**src/design/sio_pkg.sv**
```systemverilog
// Shared constants for the sequencer input override logic
package sio_pkg;

  // ==========================================================
  // Sizes
  localparam int unsigned NUM_OUT = 8;
  localparam int unsigned NUM_GPI = 4;
  localparam int unsigned TMO_W = 16;
  localparam int unsigned PIN_W = 6;

  // ==========================================================
  // Register offsets
  localparam logic [7:0] OFS_GPI_POL = 8'h3B;
  localparam logic [7:0] OFS_MR_MASK = 8'h40;
  localparam logic [7:0] OFS_MG_MODE = 8'h41;
  localparam logic [7:0] OFS_MG_LEVEL = 8'h42;
  localparam logic [7:0] OFS_REF_SEL = 8'h44;
  localparam logic [7:0] OFS_STATUS = 8'h48;
  localparam logic [7:0] OFS_CFG_ERR = 8'h49;

  // ==========================================================
  // Field positions
  localparam int unsigned REF_EXT_BIT = 0;
  localparam int unsigned ST_MR_BIT = 0;
  localparam int unsigned ST_MG_BIT = 1;
  localparam int unsigned ST_REF_BIT = 2;
  localparam int unsigned ST_GPI_LSB = 4;
  localparam int unsigned PIN_MR_BIT = 4;
  localparam int unsigned PIN_MG_BIT = 5;

  // ==========================================================
  // Reset values
  localparam logic [7:0] RST_GPI_POL = 8'h00;
  localparam logic [7:0] RST_MR_MASK = 8'h00;
  localparam logic [7:0] RST_MG_MODE = 8'h00;
  localparam logic [7:0] RST_MG_LEVEL = 8'h00;
  localparam logic [7:0] RST_REF_SEL = 8'h00;
  localparam logic [5:0] RST_PINS = 6'h30;

endpackage

```
**src/design/sio_tmr_if.sv**
```systemverilog
// Carrier between the override logic and its hold timers
`timescale 1ns/10ps
interface sio_tmr_if #(
  parameter int unsigned N = 8,
  parameter int unsigned W = 16
);
  logic run;
  logic [N-1:0] hold_req;
  logic [N-1:0][W-1:0] len;
  logic [N-1:0] asserted;

  modport ctl (output run, output hold_req, output len, input asserted);
  modport tmr (input run, input hold_req, input len, output asserted);
endinterface

```
**src/design/sio_hold_timers.sv**
```systemverilog
// Per-output timeout hold timers
`timescale 1ns/10ps
module sio_hold_timers #(
  parameter int unsigned N = 8,
  parameter int unsigned W = 16
)(
  // Clock and reset
  input wire logic core_clk,
  input wire logic rst,
  // Link to the override logic
  sio_tmr_if.tmr t
);

  logic [W-1:0] cnt [N];
  logic [N-1:0] busy;

  // ==========================================================
  // Counters
  // Reloaded while requested, count down after release; run low
  // freezes every counter so the output level cannot move.
  always_ff @(posedge core_clk)
  begin
    for (int i = 0; i < N; i++)
    begin
      if (rst)
        cnt[i] <= '0;
      else if (t.run && t.hold_req[i])
        cnt[i] <= t.len[i];
      else if (t.run && busy[i])
        cnt[i] <= cnt[i] - W'(1);
    end
  end

  // ==========================================================
  // Asserted while requested or timeout still running
  always_comb
  begin
    for (int i = 0; i < N; i++)
      busy[i] = (cnt[i] != '0);
  end

  assign t.asserted = t.hold_req | busy; // [RULE5]

endmodule

```
**src/design/sio_override.sv**
```systemverilog
// Input conditioning, manual reset and margin override for sequenced outputs
// Behaviour
// RULE1: polarity bit selects each general input's active level
// RULE2: auxiliary inputs never assert any output
// RULE3: manual reset low starts a reset condition
// RULE4: manual reset asserts outputs selected by mask
// RULE5: released outputs hold for their own timeout
// RULE6: manual reset never sole output dependency; the code still drives such outputs and only flags them in cfg_mr_only
// RULE7: margin low holds or forces each output
// RULE8: margin level bit picks forced low or high
// RULE9: outputs frozen while margin is low
// RULE10: converter keeps scanning during margin
// RULE11: margin wins over simultaneous manual reset
// RULE12: reference select bit zero picks internal/external
// RULE13: asserted level follows output active polarity
// RULE14: pins synchronised before the output logic uses them
`timescale 1ns/10ps
module sio_override #(
  parameter int unsigned N = sio_pkg::NUM_OUT,
  parameter int unsigned W = sio_pkg::TMO_W
)(
  // Clock, reset, enable
  input wire logic core_clk,
  input wire logic rst,
  input wire logic ce,
  // Pins from the board
  input wire logic [3:0] general_logic_inputs,
  input wire logic manual_reset_n,
  input wire logic margin_n,
  // Register port from the serial interface
  input wire logic [7:0] reg_addr,
  input wire logic reg_wr,
  input wire logic [7:0] reg_wdata,
  input wire logic reg_rd,
  output logic [7:0] reg_rdata,
  // Dependency logic and output configuration
  input wire logic [N-1:0] dep_assert,
  input wire logic [N-1:0] dep_has_condition,
  input wire logic [N-1:0] po_active_high,
  input wire logic [N*W-1:0] po_timeout_len,
  // Results
  output logic [N-1:0] sequenced_output,
  output logic [3:0] gpi_active,
  output logic mr_active,
  output logic margin_active,
  output logic ref_use_external,
  output logic adc_scan_run,
  output logic [N-1:0] cfg_mr_only
);

  // ==========================================================
  // Helpers
  function automatic logic [N-1:0] pin_level(input logic [N-1:0] asrt,
                                             input logic [N-1:0] hi);
    pin_level = ~(asrt ^ hi); // [RULE13]
  endfunction

  // ==========================================================
  // Pin synchronisers
  // Three stages; a change is taken only when stages two and three
  // agree, which also rejects a single-cycle glitch at the pin.
  logic [5:0] pin_s1;
  logic [5:0] pin_s2;
  logic [5:0] pin_s3;
  logic [5:0] pin_q;
  logic [5:0] pin_raw;
  logic [5:0] pin_agree;

  assign pin_raw = {margin_n, manual_reset_n, general_logic_inputs};
  assign pin_agree = ~(pin_s2 ^ pin_s3);

  always_ff @(posedge core_clk)
  begin
    if (rst)
    begin
      pin_s1 <= sio_pkg::RST_PINS;
      pin_s2 <= sio_pkg::RST_PINS;
      pin_s3 <= sio_pkg::RST_PINS;
      pin_q <= sio_pkg::RST_PINS;
    end
    else if (ce)
    begin
      pin_s1 <= pin_raw; // [RULE14]
      pin_s2 <= pin_s1;
      pin_s3 <= pin_s2;
      pin_q <= (pin_s3 & pin_agree) | (pin_q & ~pin_agree); // [RULE14]
    end
  end

  // ==========================================================
  // Registers
  logic [7:0] gp_input_polarity;
  logic [7:0] manual_reset_output_mask;
  logic [7:0] margin_hold_or_force;
  logic [7:0] margin_forced_level;
  logic [7:0] reference_select;

  // Writes gated by ce so a frozen block ignores the bus too
  wire wr_pol = ce && reg_wr && (reg_addr == sio_pkg::OFS_GPI_POL);
  wire wr_mask = ce && reg_wr && (reg_addr == sio_pkg::OFS_MR_MASK);
  wire wr_mode = ce && reg_wr && (reg_addr == sio_pkg::OFS_MG_MODE);
  wire wr_lvl = ce && reg_wr && (reg_addr == sio_pkg::OFS_MG_LEVEL);
  wire wr_ref = ce && reg_wr && (reg_addr == sio_pkg::OFS_REF_SEL);

  always_ff @(posedge core_clk)
  begin
    if (rst)
    begin
      gp_input_polarity <= sio_pkg::RST_GPI_POL;
      manual_reset_output_mask <= sio_pkg::RST_MR_MASK;
      margin_hold_or_force <= sio_pkg::RST_MG_MODE;
      margin_forced_level <= sio_pkg::RST_MG_LEVEL;
      reference_select <= sio_pkg::RST_REF_SEL;
    end
    else
    begin
      if (wr_pol)
        gp_input_polarity <= {4'h0, reg_wdata[3:0]};
      if (wr_mask)
        manual_reset_output_mask <= reg_wdata;
      if (wr_mode)
        margin_hold_or_force <= reg_wdata;
      if (wr_lvl)
        margin_forced_level <= reg_wdata;
      if (wr_ref)
        reference_select <= {7'h00, reg_wdata[0]}; // [RULE12]
    end
  end

  // ==========================================================
  // Read decode
  logic [7:0] status_word;
  logic [7:0] next_rdata;

  assign status_word = {gpi_active, 1'b0, ref_use_external,
                        margin_active, mr_active};

  always_comb
  begin
    next_rdata = 8'h00;
    unique case (reg_addr)
      sio_pkg::OFS_GPI_POL: next_rdata = gp_input_polarity;
      sio_pkg::OFS_MR_MASK: next_rdata = manual_reset_output_mask;
      sio_pkg::OFS_MG_MODE: next_rdata = margin_hold_or_force;
      sio_pkg::OFS_MG_LEVEL: next_rdata = margin_forced_level;
      sio_pkg::OFS_REF_SEL: next_rdata = reference_select;
      sio_pkg::OFS_STATUS: next_rdata = status_word;
      sio_pkg::OFS_CFG_ERR: next_rdata = cfg_mr_only;
      default: next_rdata = 8'h00;
    endcase
  end

  always_ff @(posedge core_clk)
  begin
    if (rst)
      reg_rdata <= 8'h00;
    else if (ce && reg_rd)
      reg_rdata <= next_rdata;
  end

  // ==========================================================
  // Conditioned inputs
  // Auxiliary monitor inputs are measured elsewhere and have no
  // path into this block at all. [RULE2]
  wire [3:0] next_gpi = pin_q[3:0] ^ ~gp_input_polarity[3:0]; // [RULE1]
  wire mr_low = ~pin_q[sio_pkg::PIN_MR_BIT]; // [RULE3]
  wire mg_low = ~pin_q[sio_pkg::PIN_MG_BIT];
  wire mr_effective = mr_low & ~mg_low; // [RULE11]

  // ==========================================================
  // Hold timers
  sio_tmr_if #(.N(N), .W(W)) tmr_bus ();

  assign tmr_bus.run = ce & ~mg_low; // [RULE9]
  assign tmr_bus.hold_req = dep_assert |
    ({N{mr_effective}} & manual_reset_output_mask[N-1:0]); // [RULE4]
  assign tmr_bus.len = po_timeout_len;

  sio_hold_timers #(.N(N), .W(W)) u_timers (
    .core_clk(core_clk),
    .rst(rst),
    .t(tmr_bus.tmr)
  );

  // ==========================================================
  // Output level selection
  logic [N-1:0] normal_level;
  logic [N-1:0] margin_level;
  logic [N-1:0] next_out;

  assign normal_level = pin_level(tmr_bus.asserted, po_active_high);
  // Forced margin level is a raw pin level, not an asserted state
  assign margin_level = (margin_hold_or_force[N-1:0] &
                         margin_forced_level[N-1:0]) |
                        (~margin_hold_or_force[N-1:0] &
                         sequenced_output); // [RULE7] [RULE8]
  assign next_out = mg_low ? margin_level : normal_level; // [RULE9]

  // Configuration check: a mask bit with no other dependency.
  wire [N-1:0] next_cfg_err = manual_reset_output_mask[N-1:0] &
                              ~dep_has_condition; // [RULE6]

  always_ff @(posedge core_clk)
  begin
    if (rst)
    begin
      sequenced_output <= pin_level({N{1'b1}}, po_active_high);
      gpi_active <= 4'h0;
      mr_active <= 1'b0;
      margin_active <= 1'b0;
      ref_use_external <= 1'b0;
      adc_scan_run <= 1'b0;
      cfg_mr_only <= '0;
    end
    else if (ce)
    begin
      sequenced_output <= next_out;
      gpi_active <= next_gpi;
      mr_active <= mr_low;
      margin_active <= mg_low;
      ref_use_external <= reference_select[sio_pkg::REF_EXT_BIT]; // [RULE12]
      // Scanning is independent of margin by design. [RULE10]
      adc_scan_run <= 1'b1;
      cfg_mr_only <= next_cfg_err;
    end
  end
endmodule

```
**config.mk**
```make
export PLATFORM = sky130hd
export DESIGN_NAME = sio_override
export DESIGN_NICKNAME = d
export VERILOG_FILES = /design/src/design/sio_pkg.sv /design/src/design/sio_tmr_if.sv /design/src/design/sio_hold_timers.sv /design/src/design/sio_override.sv
export SDC_FILE = /design/constraint.sdc
export NUM_CORES = 1
export LEC_CHECK = 0
export BUFFER_PORTS_ARGS = -buffer_cell sky130_fd_sc_hd__buf_2
export CAP_MARGIN = 40
export CORE_ASPECT_RATIO = 1.1
export CORE_MARGIN = 1.5
export CORE_UTILIZATION = 35
export DETAILED_ROUTE_END_ITERATION = 10
export PLACE_DENSITY = 0.61
export SETUP_SLACK_MARGIN = 0.15
export SLEW_MARGIN = 5
export SYNTH_ARGS = -nofsm -noshare
export SYNTH_HDL_FRONTEND = slang
export SYNTH_SLANG_ARGS = --single-unit
```
**constraint.sdc**
```tcl
create_clock -name core_clk -period 2.2 [get_ports core_clk]
set_input_delay 0.22 -clock core_clk [delete_from_list [all_inputs] [get_ports core_clk]]
set_output_delay 0.22 -clock core_clk [all_outputs]
set_load 0.02 [all_outputs]
```
==> results.cfg <==
[detailed_routing]
via_count = 11000
drtPass1Iterations = 5
drt-vias-per-instance = 5.07
post-route-drc-count = 0
drt-wirelength-per-cell_um = 16.9
ant_nets = 0
drtIter0Drc = 591
wirelength_um = 36800

[cells_and_area]
regArea_um2 = 5630
finalNetCount = 1909
layout_commonest_cell = buf_2
n_fill_cell = 2958
mostFrequentLayoutCells = buf_2, nand2_1, edfxtp_1
syn_to_final_growth_pct = 47.4
multi_input_comb_area_um2 = 6520
drive_gt1_share_pct = 31.0

[setup_path]
r2r_cells = 6
cp.buffers_inverters = 1
path_depth = 6
cpMostUsedCell = or4_4
worstPathRequired_ps = 2480
critPathCaptureType = flop
worstPathCellList = or4_4 -> or4_4 -> or3_4 -> nand3_4 -> buf_6 -> o21ai_1
r2r_setup_slack_ps = -140
cp_data_arrival_time_ps = 2620
path_max_fanout = 6
crit_path_start_kind = flop
crit_family = simple AND/OR/NAND/NOR gates
critPathMaxStageDelay_ps = 550
crit_path_top_delay_cell = or4_4
critPathKind = reg2reg

[synth]
async_reset_ff_share_pct = 0
synth.distinct_cells = 66
synthCells = 1257
synth_fp_nets = 1452
synth.avg_cell_area_um2 = 9.34
synth_edf_count = 136
synth_seq_area_share_pct = 47.9
yosys_warnings = 0
synth_area_um2 = 11700
synth-seq-cells = 213
yosys_most_used_dff = edfxtp_1

[sta]
hold_viol_final = 0
timing.fmax_mhz = 428
min_period_over_period_pct = 106
holdWs_ps = 13.7
setup_viol = 36
rsz0062_at_grt = true
setup_slack_ps = -135
final_max_slew_viol_count = 0
worst_clock_skew_ps = 7.38
tightest_slew_ps = 871
period_needed_ps = 2340
relSlewSlack_pct = 41.9

[power_and_ir_drop]
power_leakage_uw = 0.00690
p_int_uw = 8350
net-switching-power_uw = 3080
seqPwrFrac_pct = 42.0
p_total_uw = 11400
swShare_pct = 27.0
p_comb_share_pct = 19.3
p_per_area_nw_per_um2 = 661
clockPowerShare_pct = 38.7
vdd_drop_max_uv = 604

[placed_design]
dp_hpwl_um = 24400
gp_congestion = 0.821
portBuffers = 210

[clock_network]
clk_path_buf_depth = 3
cts_buffers = 26
cts.sinks = 213
clockRootBuffer = clkbuf_16
clock_latency_ps = 530
htreeDepth = 1
cts_tree = yes
clk_pin_slew_ps = 60

[floorplan]
io_pins = 211
die_h_um = 195
core_area_um2 = 33100
die_w_um = 178
initial_core_util_pct = 35.5
dieArea_um2 = 34700
rows = 70

[global_route]
grt_use_met3_pct = 3.04
grtUsageMet2_pct = 33.7
first_global_vias = 11000
grt_max_degree = 81
busiest_layer = met2
antenna_found_initial = 9
gr-total-overflow = 0
grt_first_pass_wirelength_um = 56600
grt_use_total_pct = 20.3
grtUsageMet1_pct = 26.5

[outcome]
violations = negative setup slack
status = finished with violations

[min_path]
hp-class = in2reg
holdPathStages = 3

[run]
drv_cap = 0
## power by group through the flow
stage	combinational, uW	sequential, uW	clock (uW)
6_report	2210	4800	4430
5_1_grt	2410	4830	4650
4_1_cts	1910	4770	4530
3_5_place_dp	1650	4840	0
3_3_place_gp	1610	4830	0
2_1_floorplan	1000	4840	0
## per-layer routing
metal	wire, um	vias to the layer above
li1	-	5402
met1	16000	5246
met2	17500	291
met3	1870	86
met4	1410	2
met5	12	-
## synth_stat cells (6+ instances only)
cell type | instances | area [um^2]
o21bai_1 | 7 | 52.6
buf_1 | 10 | 37.5
o21ai_2 | 11 | 96.3
a221oi_1 | 8 | 70.1
nor3_1 | 36 | 180
a22o_1 | 6 | 52.6
nand3_1 | 17 | 85.1
nand3b_1 | 13 | 97.6
buf_2 | 6 | 30.0
nand2_1 | 206 | 773
xnor2_1 | 57 | 499
mux2i_1 | 47 | 470
clkbuf_1 | 41 | 154
ha_1 | 16 | 200
nor2b_1 | 19 | 119
or3_1 | 9 | 56.3
o21ai_0 | 116 | 581
a21oi_1 | 55 | 275
dfxtp_1 | 77 | 1540
a22oi_1 | 13 | 97.6
a21o_1 | 14 | 105
nor4_1 | 17 | 106
nor2_1 | 127 | 477
inv_1 | 22 | 82.6
or4_1 | 14 | 105
edfxtp_1 | 136 | 4080
nand2b_1 | 28 | 175
xor2_1 | 51 | 447
## sequential cells by signal, summed over array words and instances (netlist names), 4 cells and up, named ones only
signal	count
pin_s3	6
u_timers.cnt	128
gpi_active	4
cfg_mr_only	8
margin_forced_level	8
pin_s2	6
margin_hold_or_force	8
reg_rdata	8
pin_s1	6
manual_reset_output_mask	8
gp_input_polarity	4
## final cells by class
| cell class | count | share of cell area, % |
|---|---|---|
| Multi-Input combinational cell | 967 | 37.7 |
| Sequential cell | 213 | 32.5 |
| Timing Repair Buffer | 484 | 20.9 |
| Clock buffer | 40 | 4.93 |
| Tap cell | 432 | 3.12 |
| Inverter | 22 | 0.477 |
| Clock inverter | 8 | 0.224 |
| Antenna cell | 9 | 0.130 |
## tightest hold or removal path, cell delays in order
cell	delay, ps
buf_2	80
nand2_1	40
o21ai_1	80
## logic make-up (layout without fill, tap and decap cells)
kind of cell / after synthesis / in the layout / synth area share, %
DFF: 213 / 213 / 47.9
adders and majority gates: 16 / 16 / 1.70
AOI/OAI and AO/OA: 264 / 267 / 13.9
other: 0 / 9 / 0
xor gates and xnor gates: 108 / 108 / 8.06
buffers and inverters: 80 / 554 / 2.72
and+or+nand+nor: 528 / 528 / 21.6
muxes: 48 / 48 / 4.10
## final timing paths
check,from,end
setup / recovery,u_timers.cnt[1][59],u_timers.cnt[1][54]
hold / removal,po_timeout_len[105],u_timers.cnt[1][41]
setup reg to reg,u_timers.cnt[1][59],u_timers.cnt[1][54]
hold reg to reg,pin_s3[1],flop
## metrics by stage
step	std cells	setup WS (ps)	TNS [ps]	util [%]	instance area (um^2)
floorplan	1257	-84.5	-1780	-	11900
global placement	1920	-122	-1790	41.9	13900
detailed placement	1926	-156	-3370	42.0	13900
CTS	2118	-147	-2100	49.5	16400
global route	2174	-192	-7010	52.3	17300
finish	2175	-135	-3680	52.3	17300
## timing repair
item                       CTS  global route
hold buffers               132             0
setup endpoints to repair  200           246
hold endpoints to repair   146             0
pin swaps                   15            61
cloned                       4             4
setup buffers                8            44
resized for setup           37           148
Power figures use the tool's default switching activity.
